`src/rst_pkg.sv`:
```
// shared constants and types of the reset and power-on controller
package rst_pkg;
    // clock and timing
    localparam int CLK_MHZ      = 100;
    localparam int PWR_STAB_US  = 4600;
    localparam int PWR_STAB_CYC = PWR_STAB_US * CLK_MHZ;
    localparam int DEBOUNCE_MS  = 8;
    localparam int DEBOUNCE_CYC = DEBOUNCE_MS * 1000 * CLK_MHZ;
    localparam int ILRC_HZ      = 16000;
    localparam int ILRC_CYC     = CLK_MHZ * 1000000 / ILRC_HZ;
    localparam int HOSC_MHZ     = 32;
    localparam int HOSC_PERIODS = 2048;
    localparam int HOSC_CYC     = (HOSC_PERIODS * CLK_MHZ + HOSC_MHZ - 1)
                                  / HOSC_MHZ;
    localparam int ILRC_SETTLE  = 5;
    localparam int WDT_TICKS    = 256;
    localparam int WDT_PSC_MIN  = 4;
    localparam logic [7:0]  WDT_KEY      = 8'h5a;
    localparam logic [15:0] RESET_VECTOR = 16'h0000;
    // register byte offsets
    localparam logic [7:0] CAUSE_OFS = 8'h00;
    localparam logic [7:0] SOFTWARE_RESET_CONTROL_OFS  = 8'h04;
    localparam logic [7:0] KEY_OFS   = 8'h08;
    localparam logic [7:0] OPT_OFS   = 8'h0c;
    // field positions
    localparam int SOFTWARE_RESET_CONTROL_REQ_BIT = 0;
    localparam int CAUSE_LSB    = 5;
    localparam int OPT_LVD_BIT  = 6;
    localparam logic [6:0] OPT_RESET = 7'h60;
    typedef enum logic [1:0] {WDT_ALWAYS, WDT_ENABLE, WDT_DISABLE} wdt_mode_e;
    typedef enum logic [1:0] {PIN_DEBOUNCE, PIN_DIRECT, PIN_GPIO} pin_mode_e;
    typedef enum logic [2:0] {
        ST_HOLD, ST_PWR_STAB, ST_CLK_HOSC, ST_CLK_ILRC, ST_SW_RST, ST_RUN
    } seq_state_e;
endpackage

```
`src/wdt_link_if.sv`:
```
// link between sequencer and watchdog timer
`timescale 1ns/1ps
interface wdt_link_if;
    logic                  tick;
    logic                  kick;
    logic                  restart;
    logic                  idle;
    logic                  stop;
    logic                  bite;
    rst_pkg::wdt_mode_e    mode;
    logic [1:0]            psc_sel;
    modport ctrl (output tick, kick, restart, idle, stop, mode, psc_sel,
                  input bite);
    modport wdog (input tick, kick, restart, idle, stop, mode, psc_sel,
                  output bite);
endinterface
```
`src/pin_reset_filter.sv`:
```
// shared pin reset filter, direct or de-bounced
`timescale 1ns/1ps
module pin_reset_filter #(
    parameter int DEB_CYC = rst_pkg::DEBOUNCE_CYC
) (
    input wire logic               clock_i,
    input wire logic               sys_rst_i,
    input wire logic               pin_low_i,
    input wire rst_pkg::pin_mode_e mode_i,
    output logic                   req_o
);
    localparam int CW = $clog2(DEB_CYC + 1);
    if (DEB_CYC < 1) begin : g_bad
        $error("pin_reset_filter: DEB_CYC must be at least 1");
    end
    logic [CW-1:0] cnt_q, cnt_d;
    logic          req_d;

    always_comb begin
        cnt_d = '0;
        req_d = 1'b0;
        unique case (mode_i)
            rst_pkg::PIN_DIRECT: req_d = pin_low_i;
            rst_pkg::PIN_DEBOUNCE: begin
                if (pin_low_i && cnt_q != CW'(DEB_CYC)) begin
                    cnt_d = cnt_q + CW'(1);
                end else if (pin_low_i) begin
                    cnt_d = cnt_q;
                end
                req_d = pin_low_i && cnt_q == CW'(DEB_CYC);
            end
            default: req_d = 1'b0;
        endcase
    end

    always_ff @(posedge clock_i) begin
        if (sys_rst_i) begin
            cnt_q <= '0;
            req_o <= 1'b0;
        end else begin
            cnt_q <= cnt_d;
            req_o <= req_d;
        end
    end
endmodule // pin_reset_filter

```
`src/reset_poweron_controller.sv`:
```
// reset and power-on controller with APB register slave
//
// Local design decisions: the APB register port and the register offsets.
`timescale 1ns/1ps
module reset_poweron_controller #(
    parameter int PWR_CYC  = rst_pkg::PWR_STAB_CYC,
    parameter int DEB_CYC  = rst_pkg::DEBOUNCE_CYC,
    parameter int ILRC_CYC = rst_pkg::ILRC_CYC,
    parameter int HOSC_CYC = rst_pkg::HOSC_CYC
) (
    input  wire logic        clock_i,
    input  wire logic        sys_rst_i,
    input  wire logic        psel_i,
    input  wire logic        penable_i,
    input  wire logic        pwrite_i,
    input  wire logic [7:0]  paddr_i,
    input  wire logic [31:0] pwdata_i,
    output logic [31:0]      prdata_o,
    output logic             pready_o,
    output logic             pslverr_o,
    input  wire logic        low_voltage_detector_i,
    input  wire logic        shared_reset_gpio_pin_i,
    input  wire logic        cpu_idle_i,
    input  wire logic        cpu_stop_i,
    output logic             core_rst_o,
    output logic             clk_src_load_o,
    output logic             hosc_run_o,
    output logic             gpio_mode_o,
    output logic [15:0]      reset_vector_o
);
    localparam int PW = $clog2(PWR_CYC);
    localparam int IW = $clog2(ILRC_CYC);
    if (PWR_CYC < 2 || ILRC_CYC < 2 || HOSC_CYC < 1
        || HOSC_CYC > PWR_CYC) begin : g_bad
        $error("reset_poweron_controller: bad timing parameters");
    end

    ////////////////////////////////////////////////////////////////////
    // input synchronisers and low-speed tick
    logic          lvd_s1_q, lvd_s2_q, pin_s1_q, pin_s2_q;
    logic [IW-1:0] ilrc_q, ilrc_d;
    logic          ilrc_tick_q, ilrc_tick_d;

    always_comb begin
        ilrc_tick_d = (ilrc_q == IW'(ILRC_CYC - 1));
        ilrc_d      = ilrc_tick_d ? '0 : ilrc_q + IW'(1);
    end

    always_ff @(posedge clock_i) begin
        if (sys_rst_i) begin
            lvd_s1_q    <= 1'b0;
            lvd_s2_q    <= 1'b0;
            pin_s1_q    <= 1'b1;
            pin_s2_q    <= 1'b1;
            ilrc_q      <= '0;
            ilrc_tick_q <= 1'b0;
        end else begin
            lvd_s1_q    <= low_voltage_detector_i;
            lvd_s2_q    <= lvd_s1_q;
            pin_s1_q    <= shared_reset_gpio_pin_i;
            pin_s2_q    <= pin_s1_q;
            ilrc_q      <= ilrc_d;
            ilrc_tick_q <= ilrc_tick_d;
        end
    end

    ////////////////////////////////////////////////////////////////////
    // reset sources
    wdt_link_if wl ();
    logic [6:0] opt_q, opt_d;
    logic       pin_req, kick, sw_fire, lvd_hit, hard_hit;
    logic       core_rst_q, core_rst_d;

    watchdog_timer u_wdt (
        .clock_i   (clock_i),
        .sys_rst_i (sys_rst_i),
        .wl        (wl.wdog)
    );

    pin_reset_filter #(.DEB_CYC(DEB_CYC)) u_pin (
        .clock_i   (clock_i),
        .sys_rst_i (sys_rst_i),
        .pin_low_i (!pin_s2_q),
        .mode_i    (rst_pkg::pin_mode_e'(opt_q[5:4])),
        .req_o     (pin_req)
    );

    assign wl.tick    = ilrc_tick_q;
    assign wl.kick    = kick;
    assign wl.restart = core_rst_q;
    assign wl.idle    = cpu_idle_i;
    assign wl.stop    = cpu_stop_i;
    assign wl.mode    = rst_pkg::wdt_mode_e'(opt_q[1:0]);
    assign wl.psc_sel = opt_q[3:2];
    assign lvd_hit    = opt_q[rst_pkg::OPT_LVD_BIT] && lvd_s2_q;
    assign hard_hit   = lvd_hit || wl.bite || pin_req;

    ////////////////////////////////////////////////////////////////////
    // APB slave, one wait state
    logic        acc, done, wr, hit;
    logic        pready_q, pready_d, pslverr_q, pslverr_d;
    logic [31:0] prdata_q, prdata_d;
    logic        armed_q, armed_d, sw_flag_q;
    logic [2:0]  cause_q;

    always_comb begin
        acc       = psel_i && penable_i;
        done      = acc && pready_q;
        wr        = done && pwrite_i;
        hit       = paddr_i == rst_pkg::CAUSE_OFS
                 || paddr_i == rst_pkg::SOFTWARE_RESET_CONTROL_OFS
                 || paddr_i == rst_pkg::KEY_OFS
                 || paddr_i == rst_pkg::OPT_OFS;
        pready_d  = acc && !pready_q;
        pslverr_d = pready_d && !hit;
        prdata_d  = prdata_q;
        if (pready_d && !pwrite_i) begin
            prdata_d = '0;
            unique case (paddr_i)
                rst_pkg::CAUSE_OFS:
                    prdata_d[7:rst_pkg::CAUSE_LSB] = cause_q;
                rst_pkg::SOFTWARE_RESET_CONTROL_OFS:
                    prdata_d[rst_pkg::SOFTWARE_RESET_CONTROL_REQ_BIT] = sw_flag_q;
                rst_pkg::OPT_OFS: prdata_d[6:0] = opt_q;
                default: prdata_d = '0;
            endcase
        end
        opt_d   = opt_q;
        armed_d = armed_q;
        kick    = 1'b0;
        sw_fire = 1'b0;
        if (wr) begin
            armed_d = 1'b0;
            unique case (paddr_i)
                rst_pkg::OPT_OFS: opt_d = pwdata_i[6:0];
                rst_pkg::KEY_OFS:
                    kick = pwdata_i[7:0] == rst_pkg::WDT_KEY;
                rst_pkg::SOFTWARE_RESET_CONTROL_OFS: begin
                    sw_fire = pwdata_i[rst_pkg::SOFTWARE_RESET_CONTROL_REQ_BIT] && armed_q;
                    armed_d = pwdata_i[rst_pkg::SOFTWARE_RESET_CONTROL_REQ_BIT] && !armed_q;
                end
                default: armed_d = 1'b0;
            endcase
        end
        if (core_rst_q) begin
            armed_d = 1'b0;
        end
    end

    always_ff @(posedge clock_i) begin
        if (sys_rst_i) begin
            pready_q  <= 1'b0;
            pslverr_q <= 1'b0;
            prdata_q  <= '0;
            opt_q     <= rst_pkg::OPT_RESET;
            armed_q   <= 1'b0;
        end else begin
            pready_q  <= pready_d;
            pslverr_q <= pslverr_d;
            prdata_q  <= prdata_d;
            opt_q     <= opt_d;
            armed_q   <= armed_d;
        end
    end

    ////////////////////////////////////////////////////////////////////
    // power-on sequencer and cause flags
    rst_pkg::seq_state_e state_q, state_d;
    logic [PW-1:0] cnt_q, cnt_d;
    logic [2:0]    settle_q, settle_d, cause_d;
    logic          sw_flag_d, load_q, load_d, hosc_q, hosc_d, gpio_q;
    logic [15:0]   vector_q;

    always_comb begin
        state_d   = state_q;
        cnt_d     = cnt_q;
        settle_d  = settle_q;
        load_d    = 1'b0;
        cause_d   = cause_q;
        sw_flag_d = sw_flag_q;
        unique case (state_q)
            rst_pkg::ST_RUN: begin
                if (hard_hit) begin
                    state_d   = rst_pkg::ST_HOLD;
                    cause_d   = '0;
                    sw_flag_d = 1'b0;
                end else if (sw_fire) begin
                    state_d   = rst_pkg::ST_SW_RST;
                    cause_d   = '0;
                    sw_flag_d = 1'b1;
                end
            end
            rst_pkg::ST_SW_RST: state_d = rst_pkg::ST_RUN;
            rst_pkg::ST_HOLD: begin
                cnt_d = '0;
                if (!lvd_hit && !pin_req) begin
                    state_d = rst_pkg::ST_PWR_STAB;
                end
            end
            rst_pkg::ST_PWR_STAB: begin
                cnt_d = cnt_q + PW'(1);
                if (cnt_q == PW'(PWR_CYC - 1)) begin
                    state_d = rst_pkg::ST_CLK_HOSC;
                    cnt_d   = '0;
                    load_d  = 1'b1;
                end
            end
            rst_pkg::ST_CLK_HOSC: begin
                cnt_d = cnt_q + PW'(1);
                if (cnt_q == PW'(HOSC_CYC - 1)) begin
                    state_d  = rst_pkg::ST_CLK_ILRC;
                    settle_d = '0;
                end
            end
            rst_pkg::ST_CLK_ILRC: begin
                if (ilrc_tick_q) begin
                    settle_d = settle_q + 3'h1;
                    // first tick only opens the window: full periods follow
                    if (settle_q == 3'(rst_pkg::ILRC_SETTLE)) begin
                        state_d = rst_pkg::ST_RUN;
                    end
                end
            end
            default: state_d = rst_pkg::ST_HOLD;
        endcase
        if (state_q != rst_pkg::ST_RUN && state_q != rst_pkg::ST_SW_RST
            && (lvd_hit || pin_req)) begin
            state_d = rst_pkg::ST_HOLD;
        end
        if (state_q != rst_pkg::ST_RUN || hard_hit) begin
            cause_d = cause_d | {lvd_hit, wl.bite, pin_req};
        end
        core_rst_d = state_d != rst_pkg::ST_RUN;
        hosc_d     = state_d != rst_pkg::ST_HOLD
                  && state_d != rst_pkg::ST_PWR_STAB;
    end

    always_ff @(posedge clock_i) begin
        if (sys_rst_i) begin
            state_q    <= rst_pkg::ST_HOLD;
            cnt_q      <= '0;
            settle_q   <= '0;
            cause_q    <= '0;
            sw_flag_q  <= 1'b0;
            core_rst_q <= 1'b1;
            load_q     <= 1'b0;
            hosc_q     <= 1'b0;
            gpio_q     <= 1'b0;
            vector_q   <= rst_pkg::RESET_VECTOR;
        end else begin
            state_q    <= state_d;
            cnt_q      <= cnt_d;
            settle_q   <= settle_d;
            cause_q    <= cause_d;
            sw_flag_q  <= sw_flag_d;
            core_rst_q <= core_rst_d;
            load_q     <= load_d;
            hosc_q     <= hosc_d;
            gpio_q     <= opt_d[5:4] >= 2'(rst_pkg::PIN_GPIO);
            vector_q   <= rst_pkg::RESET_VECTOR;
        end
    end

    assign prdata_o       = prdata_q;
    assign pready_o       = pready_q;
    assign pslverr_o      = pslverr_q;
    assign core_rst_o     = core_rst_q;
    assign clk_src_load_o = load_q;
    assign hosc_run_o     = hosc_q;
    assign gpio_mode_o    = gpio_q;
    assign reset_vector_o = vector_q;
endmodule // reset_poweron_controller

```
`src/watchdog_timer.sv`:
```
// watchdog timer on low-speed ticks with prescaler
`timescale 1ns/1ps
module watchdog_timer (
    input wire logic clock_i,
    input wire logic sys_rst_i,
    wdt_link_if.wdog wl
);
    logic [4:0] psc_q, psc_d, psc_top;
    logic [7:0] cnt_q, cnt_d;
    logic       bite_q, bite_d, run;

    always_comb begin
        psc_top = 5'((rst_pkg::WDT_PSC_MIN << wl.psc_sel) - 1);
        unique case (wl.mode)
            rst_pkg::WDT_ALWAYS: run = 1'b1;
            rst_pkg::WDT_ENABLE: run = !(wl.idle || wl.stop);
            default:             run = 1'b0;
        endcase
        psc_d  = psc_q;
        cnt_d  = cnt_q;
        bite_d = 1'b0;
        if (wl.restart || wl.kick) begin
            psc_d = '0;
            cnt_d = '0;
        end else if (run && wl.tick) begin
            if (psc_q == psc_top) begin
                psc_d  = '0;
                cnt_d  = cnt_q + 8'h01;
                bite_d = (cnt_q == 8'(rst_pkg::WDT_TICKS - 1));
            end else begin
                psc_d = psc_q + 5'h01;
            end
        end
    end

    always_ff @(posedge clock_i) begin
        if (sys_rst_i) begin
            psc_q  <= '0;
            cnt_q  <= '0;
            bite_q <= 1'b0;
        end else begin
            psc_q  <= psc_d;
            cnt_q  <= cnt_d;
            bite_q <= bite_d;
        end
    end
    assign wl.bite = bite_q;
endmodule // watchdog_timer

```
`config.mk`:
```
export PLATFORM = sky130hd
export DESIGN_NAME = reset_poweron_controller
export DESIGN_NICKNAME = d
export VERILOG_FILES = /design/src/rst_pkg.sv /design/src/wdt_link_if.sv /design/src/pin_reset_filter.sv /design/src/reset_poweron_controller.sv /design/src/watchdog_timer.sv
export SDC_FILE = /design/constraint.sdc
export NUM_CORES = 1
export LEC_CHECK = 0
export BUFFER_PORTS_ARGS = -buffer_cell sky130_fd_sc_hd__buf_4
export CAP_MARGIN = 30
export CORE_AREA = 8 8 106 108
export CTS_CLUSTER_DIAMETER = 30
export CTS_CLUSTER_SIZE = 8
export DETAILED_ROUTE_END_ITERATION = 12
export DIE_AREA = 0 0 114 116
export GPL_TIMING_DRIVEN = 0
export PLACE_DENSITY = 0.79
export SYNTH_ARGS = -nofsm -noshare
export SYNTH_HDL_FRONTEND = slang
export SYNTH_HIERARCHICAL = 1
export SYNTH_SLANG_ARGS = --single-unit
export TNS_END_PERCENT = 100
```
`constraint.sdc`:
```
create_clock -name clock_i -period 2.5 [get_ports clock_i]
set_input_delay 0.375 -clock clock_i [delete_from_list [all_inputs] [get_ports clock_i]]
set_output_delay 0.375 -clock clock_i [all_outputs]
set_load 0.05 [all_outputs]
```
== After elaboration in Yosys (flattened, before gate mapping) ==
Index checks and enable logic that the tools add are counted.
Storage, ports and cells
  register bits after elaboration: 104
  input port bits: 49
  output and inout port bits: 54
  word-level logic and storage cells: 154
Operators by class
  add/sub/neg operators: 7
  magnitude comparators: 1
  equality and inequality tests: 25
  shifts and indexed selects: 1
  muxes and demuxes: 37
  bitwise operators: 5
  reductions and logical operators: 52
Operators with widths (count)
  case mux 19 bit (3 select lines): 1
  two-way mux 3 bit: 14
  two-way mux 20 bit: 2
  adder 20 x 1 -> 20 bit (second input constant): 1
  == test 20 bit (second input constant): 1
  != test 20 bit (second input constant): 1
  adder 19 x 1 -> 19 bit (second input constant): 1
  == test 19 x 13 -> 1 bit (second input constant): 1
  == test 19 bit (second input constant): 1
  two-way mux 19 bit: 1
  case mux 3 bit (6 select lines): 1
  == test 8 x 4 -> 1 bit (second input constant): 2
  logical AND 1 bit: 16
  adder 13 x 1 -> 13 bit (second input constant): 1
  == test 13 bit (second input constant): 1
  two-way mux 6 bit: 2
  OR reduction 2 bit: 5
  == test 3 bit (second input constant): 3
  logical OR 1 bit: 9
  two-way mux 1 bit: 9
  != test 3 bit (second input constant): 3
  adder 8 x 1 -> 8 bit (second input constant): 1
  == test 8 x 3 -> 1 bit (second input constant): 1
  == test 8 x 7 -> 1 bit (second input constant): 1
  28 further kinds: 49

== Logic depth before layout (Yosys ltp) ==
  word-level depth: 10
  depth in mapped cells: 9

== Modules after synthesis ==
Netlist, hierarchy kept.
Modules (own cells, without submodules)
  reset_poweron_controller: instances 1, cells each 373, area an instance 3330.7 um2, seq. area each 1381.3 um2
  pin_reset_filter: instances 1, cells each 120, area an instance 1067.3 um2, seq. area each 420.4 um2
  watchdog_timer: instances 1, cells each 90, area an instance 768.2 um2, seq. area each 280.3 um2

== Worst setup path after synthesis ==
No wires, ideal clock.
  path type: input-to-reg
  from: input paddr_i[1]
  to: register u_wdt.psc_q[3]
  arrival time: 2194 ps
  path slack: 187 ps
  cell stages on the path: 9
  cells stage by stage: or4_1 or2_1 buf_2 nor4_1 or3_1 clkbuf_1 nor4_1 o21ai_0 nand2_1
Between the ends
  longest elaborated chain between the ends: 5
RTL lines
  start, declared: line reset_poweron_controller.sv:16  | input wire logic [7:0] paddr_i,
  == test 8 x 4 -> 1 bit: line reset_poweron_controller.sv:134  | unique case (paddr_i)
  two-way mux 1 bit: line reset_poweron_controller.sv:134
  two-way mux 1 bit: line reset_poweron_controller.sv:132  | if (wr) begin
  named net kick: line reset_poweron_controller.sv:71  | logic pin_req, kick, sw_fire, lvd_hit, hard_hit;
  logical OR 1 bit: line watchdog_timer.sv:22  | if (wl.restart || wl.kick) begin
  OR reduction 2 bit (no line)
  end signal, assigned: line watchdog_timer.sv:42  | psc_q <= psc_d;
  end, declared: line watchdog_timer.sv:8  | logic [4:0] psc_q, psc_d, psc_top;
The timed path passes the listed nets, and every way through them passes these cells.
A chain may end at the register's enable or synchronous reset.

==> summary.txt <==
Hold path
  – Min-delay src: shared_reset_gpio_pin_i
  – Worst hold path depth: 2
  – Worst Hold End: pin_s1_q
  – Min-Delay Path Class: in2reg

Power and ir drop
  – Switch share: 0.2428
  – Power Density: 534.8 mW/mm^2
  – VDD IR max: 0.2457 mV
  – Clock share of power: 0.380
  – Sequential share of power: 0.524
  – Internal: 0.002430 W
  – Sw power: 0.0007791 W
  – Combinational share of power: 0.096
  – Leak: 2.377 nW

CTS
  – Hold_buf cts: 0
  – H-tree depth: 3
  – Worst-path clk slew: 0.10 ns
  – CTS Sinks: 104
  – Max clock buf depth: 2
  – Num CTS Buffers: 9
  – Root buffer cell: clkbuf_8
  – Post-CTS sizing: 0
  – Skew-Pair Late Insertion Delay: 0.37 ns
  – CTS tree: done

Drt
  – Drt total wl: 10850 um
  – Vias per cell: 5.216
  – Drt drc: 0
  – TritonRoute pass-1 iters: 4
  – DR iter-0 viols: 213
  – ANT nets after route: 0
  – WL/cell: 13.41 um
  – Total number of vias: 4220

Finish
  – Syn-to-layout area delta: 16.15%
  – Core utilization of the finished layout: 0.6284
  – Reg area: 0.002082 sq mm
  – Number of diodes: 0
  – Share of layout cells above drive strength 1: 0.1982
  – Footprint of the multi-input gates: 0.002766 sq mm
  – Nets: 729
  – # fillers: 840
  – Layout Cells excl Fill: 809

Floorplanning
  – Die area: 0.01322 sq mm
  – Initial Util: 0.5410
  – Die W: 114 um
  – Core area: 0.009549 sq mm
  – Cell row count: 36
  – Overall die height: 116 um
  – Top-level I/O count: 103

Logic synthesis
  – Post-synthesis cell type count: 65
  – Post-synth top area share: 0.4030
  – Mapped Area: 0.005166 sq mm
  – Mapped Cells: 583
  – Most frequent cell after synthesis: dfxtp_1
  – Post-synth EDFFs: 0
  – Post-synth top cells: 104 x dfxtp_1, 81 x nor2_1, 43 x nand2_1
  – Synth warn: 6
  – Synth area leader: dfxtp_1
  – Synth area leaders: dfxtp_1 40%, buf_4 6.1%, nor2_1 5.9%
  – Asr flop ratio synth: 0
  – Seq/Total Area, Yosys: 0.4030
  – Post-Syn Area per Cell: 8.861 sq um
  – Ys flop type: dfxtp_1
  – FF+latch count, synth: 104

Critical path
  – Setup crit start: cnt_q[7]
  – Worst Setup Path Type: reg2reg
  – Worst Path Required: 2.76 ns
  – Sequence of cells on the critical path: or4b_4 -> nor4_4 -> a21oi_2 -> o31ai_4 -> buf_6 -> nor2_1
  – Critical Path Source Type: flop
  – Critical path peak fanout: 10
  – Critical-path top delay cell: or4b_4
  – Critical Path Sink Type: flop
  – Setup slack, reg-to-reg: 0.21 ns
  – Reg2Reg Depth: 6
  – Critical path depth: 6
  – CP Buf/Inv Count: 1
  – Launching point of the worst reg2reg path: cnt_q[7]
  – Critical Path AT: 2.55 ns
  – CP peak stage delay: 0.51 ns
  – Family with the most delay on the worst path: simple AND/OR/NAND/NOR gates
  – R2R Path End: cnt_q[9]

GRT
  – GR Util All Layers: 0.1645
  – First-pass GRT wire length: 18020 um
  – Vias in the first global route: 3990
  – Initial antenna violation count: 0
  – Pin count of the biggest net entering global routing: 17
  – Remaining global-route overflow: 0

Placement
  – Placer Congestion: 0.8348
  – Pre-CTS setup slack: -0.2850 ns
  – IO Port Bufs: 38
  – Placed insts: 793
  – Detailed Place HPWL: 8138 um

Timing
  – Hold Fails Final Rpt: 0
  – WHS: 0.1862 ns
  – Clock skew: 0.01201 ns
  – Rel. slew slack: 0.6255
  – Final setup fails: 0
  – Number of slew-limit violations in the final report: 0
  – Crit path time final: 2.291 ns
  – Worst Slack Setup Final: 0.2086 ns
  – Top achievable clock speed: 0.4364 GHz
  – Post-route clock period utilization: 0.9166
  – Slew @ Worst Pin: 0.5567 ns
  – RSZ-0062 raised after global routing: no

Flow run
  – Max-cap violations: 0

Run status
  – Status: finished clean
-- kinds of logic after synthesis --
group | count (synthesis) | synth area share
AOI/OAI and AO/OA | 57 | 0.07654
xor gates and xnor gates | 43 | 0.07290
adders and majority gates | 9 | 0.02180
buffers and inverters | 71 | 0.08985
DFF | 104 | 0.4030
muxes | 17 | 0.03342
other | 1 | 0.0007259
and+or+nand+nor | 281 | 0.3018
-- state kept, by name, summed over array words and instances, names as in the netlist, 3 cells and up --
name and flops:
ilrc_q 13, u_wdt/cnt_q 8, settle_q 3, prdata_o 8, u_wdt/psc_q 5, cause_q 3, cnt_q 19, state_q 3
opt_q 7, u_pin/cnt_q 20
-- layout by cell type (no fill, tap or decap), types with 5 or more instances in the layout --
master	n
or3_1	6
nor4_1	10
buf_4	80
nand4_1	18
a22oi_1	7
o21ai_0	11
a21oi_1	18
nor4b_1	5
buf_6	5
xnor2_1	16
ha_1	9
and2_1	5
clkbuf_1	8
or2_2	6
or4_1	7
inv_1	13
nor2_1	81
clkbuf_8	9
mux2i_1	15
nor3_1	15
nor2b_1	5
dfxtp_1	104
nand3_1	31
xor2_1	27
nand2_1	43
conb_1	40
nand2b_1	10
-- how the worst max path moves through the flow --
stage               slack, ns              to
finish                   0.21        cnt_q[9]
global route             0.06        cnt_q[8]
CTS                      0.11  u_wdt/psc_q[3]
detailed placement      -0.28  u_wdt/psc_q[3]
global placement        -0.23  u_wdt/psc_q[3]
floorplan                0.19  u_wdt/psc_q[3]
-- layout make-up --
| type | count | area share |
|---|---|---|
| buffer | 57 | 0.06860 |
| sequential | 104 | 0.3470 |
| clock inverter | 6 | 0.01793 |
| tap | 133 | 0.02773 |
| clock buffer | 10 | 0.02127 |
| multi-input combinational | 447 | 0.4610 |
| inverter | 13 | 0.008132 |
| timing repair buffer | 39 | 0.04837 |
-- through the flow --
step                      cell area, sq um  total power [W]  setup TNS [ns]
after floorplan                       5313         0.001964               0
after global placement                5764         0.002018         -0.6610
after detailed placement              5764         0.002023         -0.9046
after CTS                             6000         0.003232               0
after global routing                  6001         0.003329               0
final                                 6001         0.003209               0
-- metal layers --
metal | global-route usage | part of all wire | up-vias
li1 | - | - | 2130
met1 | 0.1833 | 0.42 | 1980
met2 | 0.2957 | 0.50 | 91
met3 | 0.03491 | 0.054 | 19
met4 | 0.07365 | 0.019 | 0
met5 | 0 | 0 | -
-- power groups by stage --
stage | sequential [W] | clock, W | combinational [W]
finish | 0.00168 | 0.00122 | 0.000307
global route | 0.00168 | 0.00132 | 0.000326
CTS | 0.00168 | 0.00125 | 0.000303
detailed placement | 0.00172 | 0 | 0.000302
global placement | 0.00172 | 0 | 0.000298
floorplan | 0.00172 | 0 | 0.000239
-- repair_timing --
item / in CTS / in global routing
endpoints found under the hold margin: 0 / 0
buffers inserted: 0 / 0
endpoints found under the setup margin: 0 / 1
-- worst register-to-register path: stages, from the launching register on --
cell     delay, ns
dfxtp_1       0.44
or4b_4        0.51
nor4_4        0.39
a21oi_2       0.12
o31ai_4       0.45
buf_6         0.22
nor2_1        0.06
No activity file was read; power rests on OpenSTA's default activity.
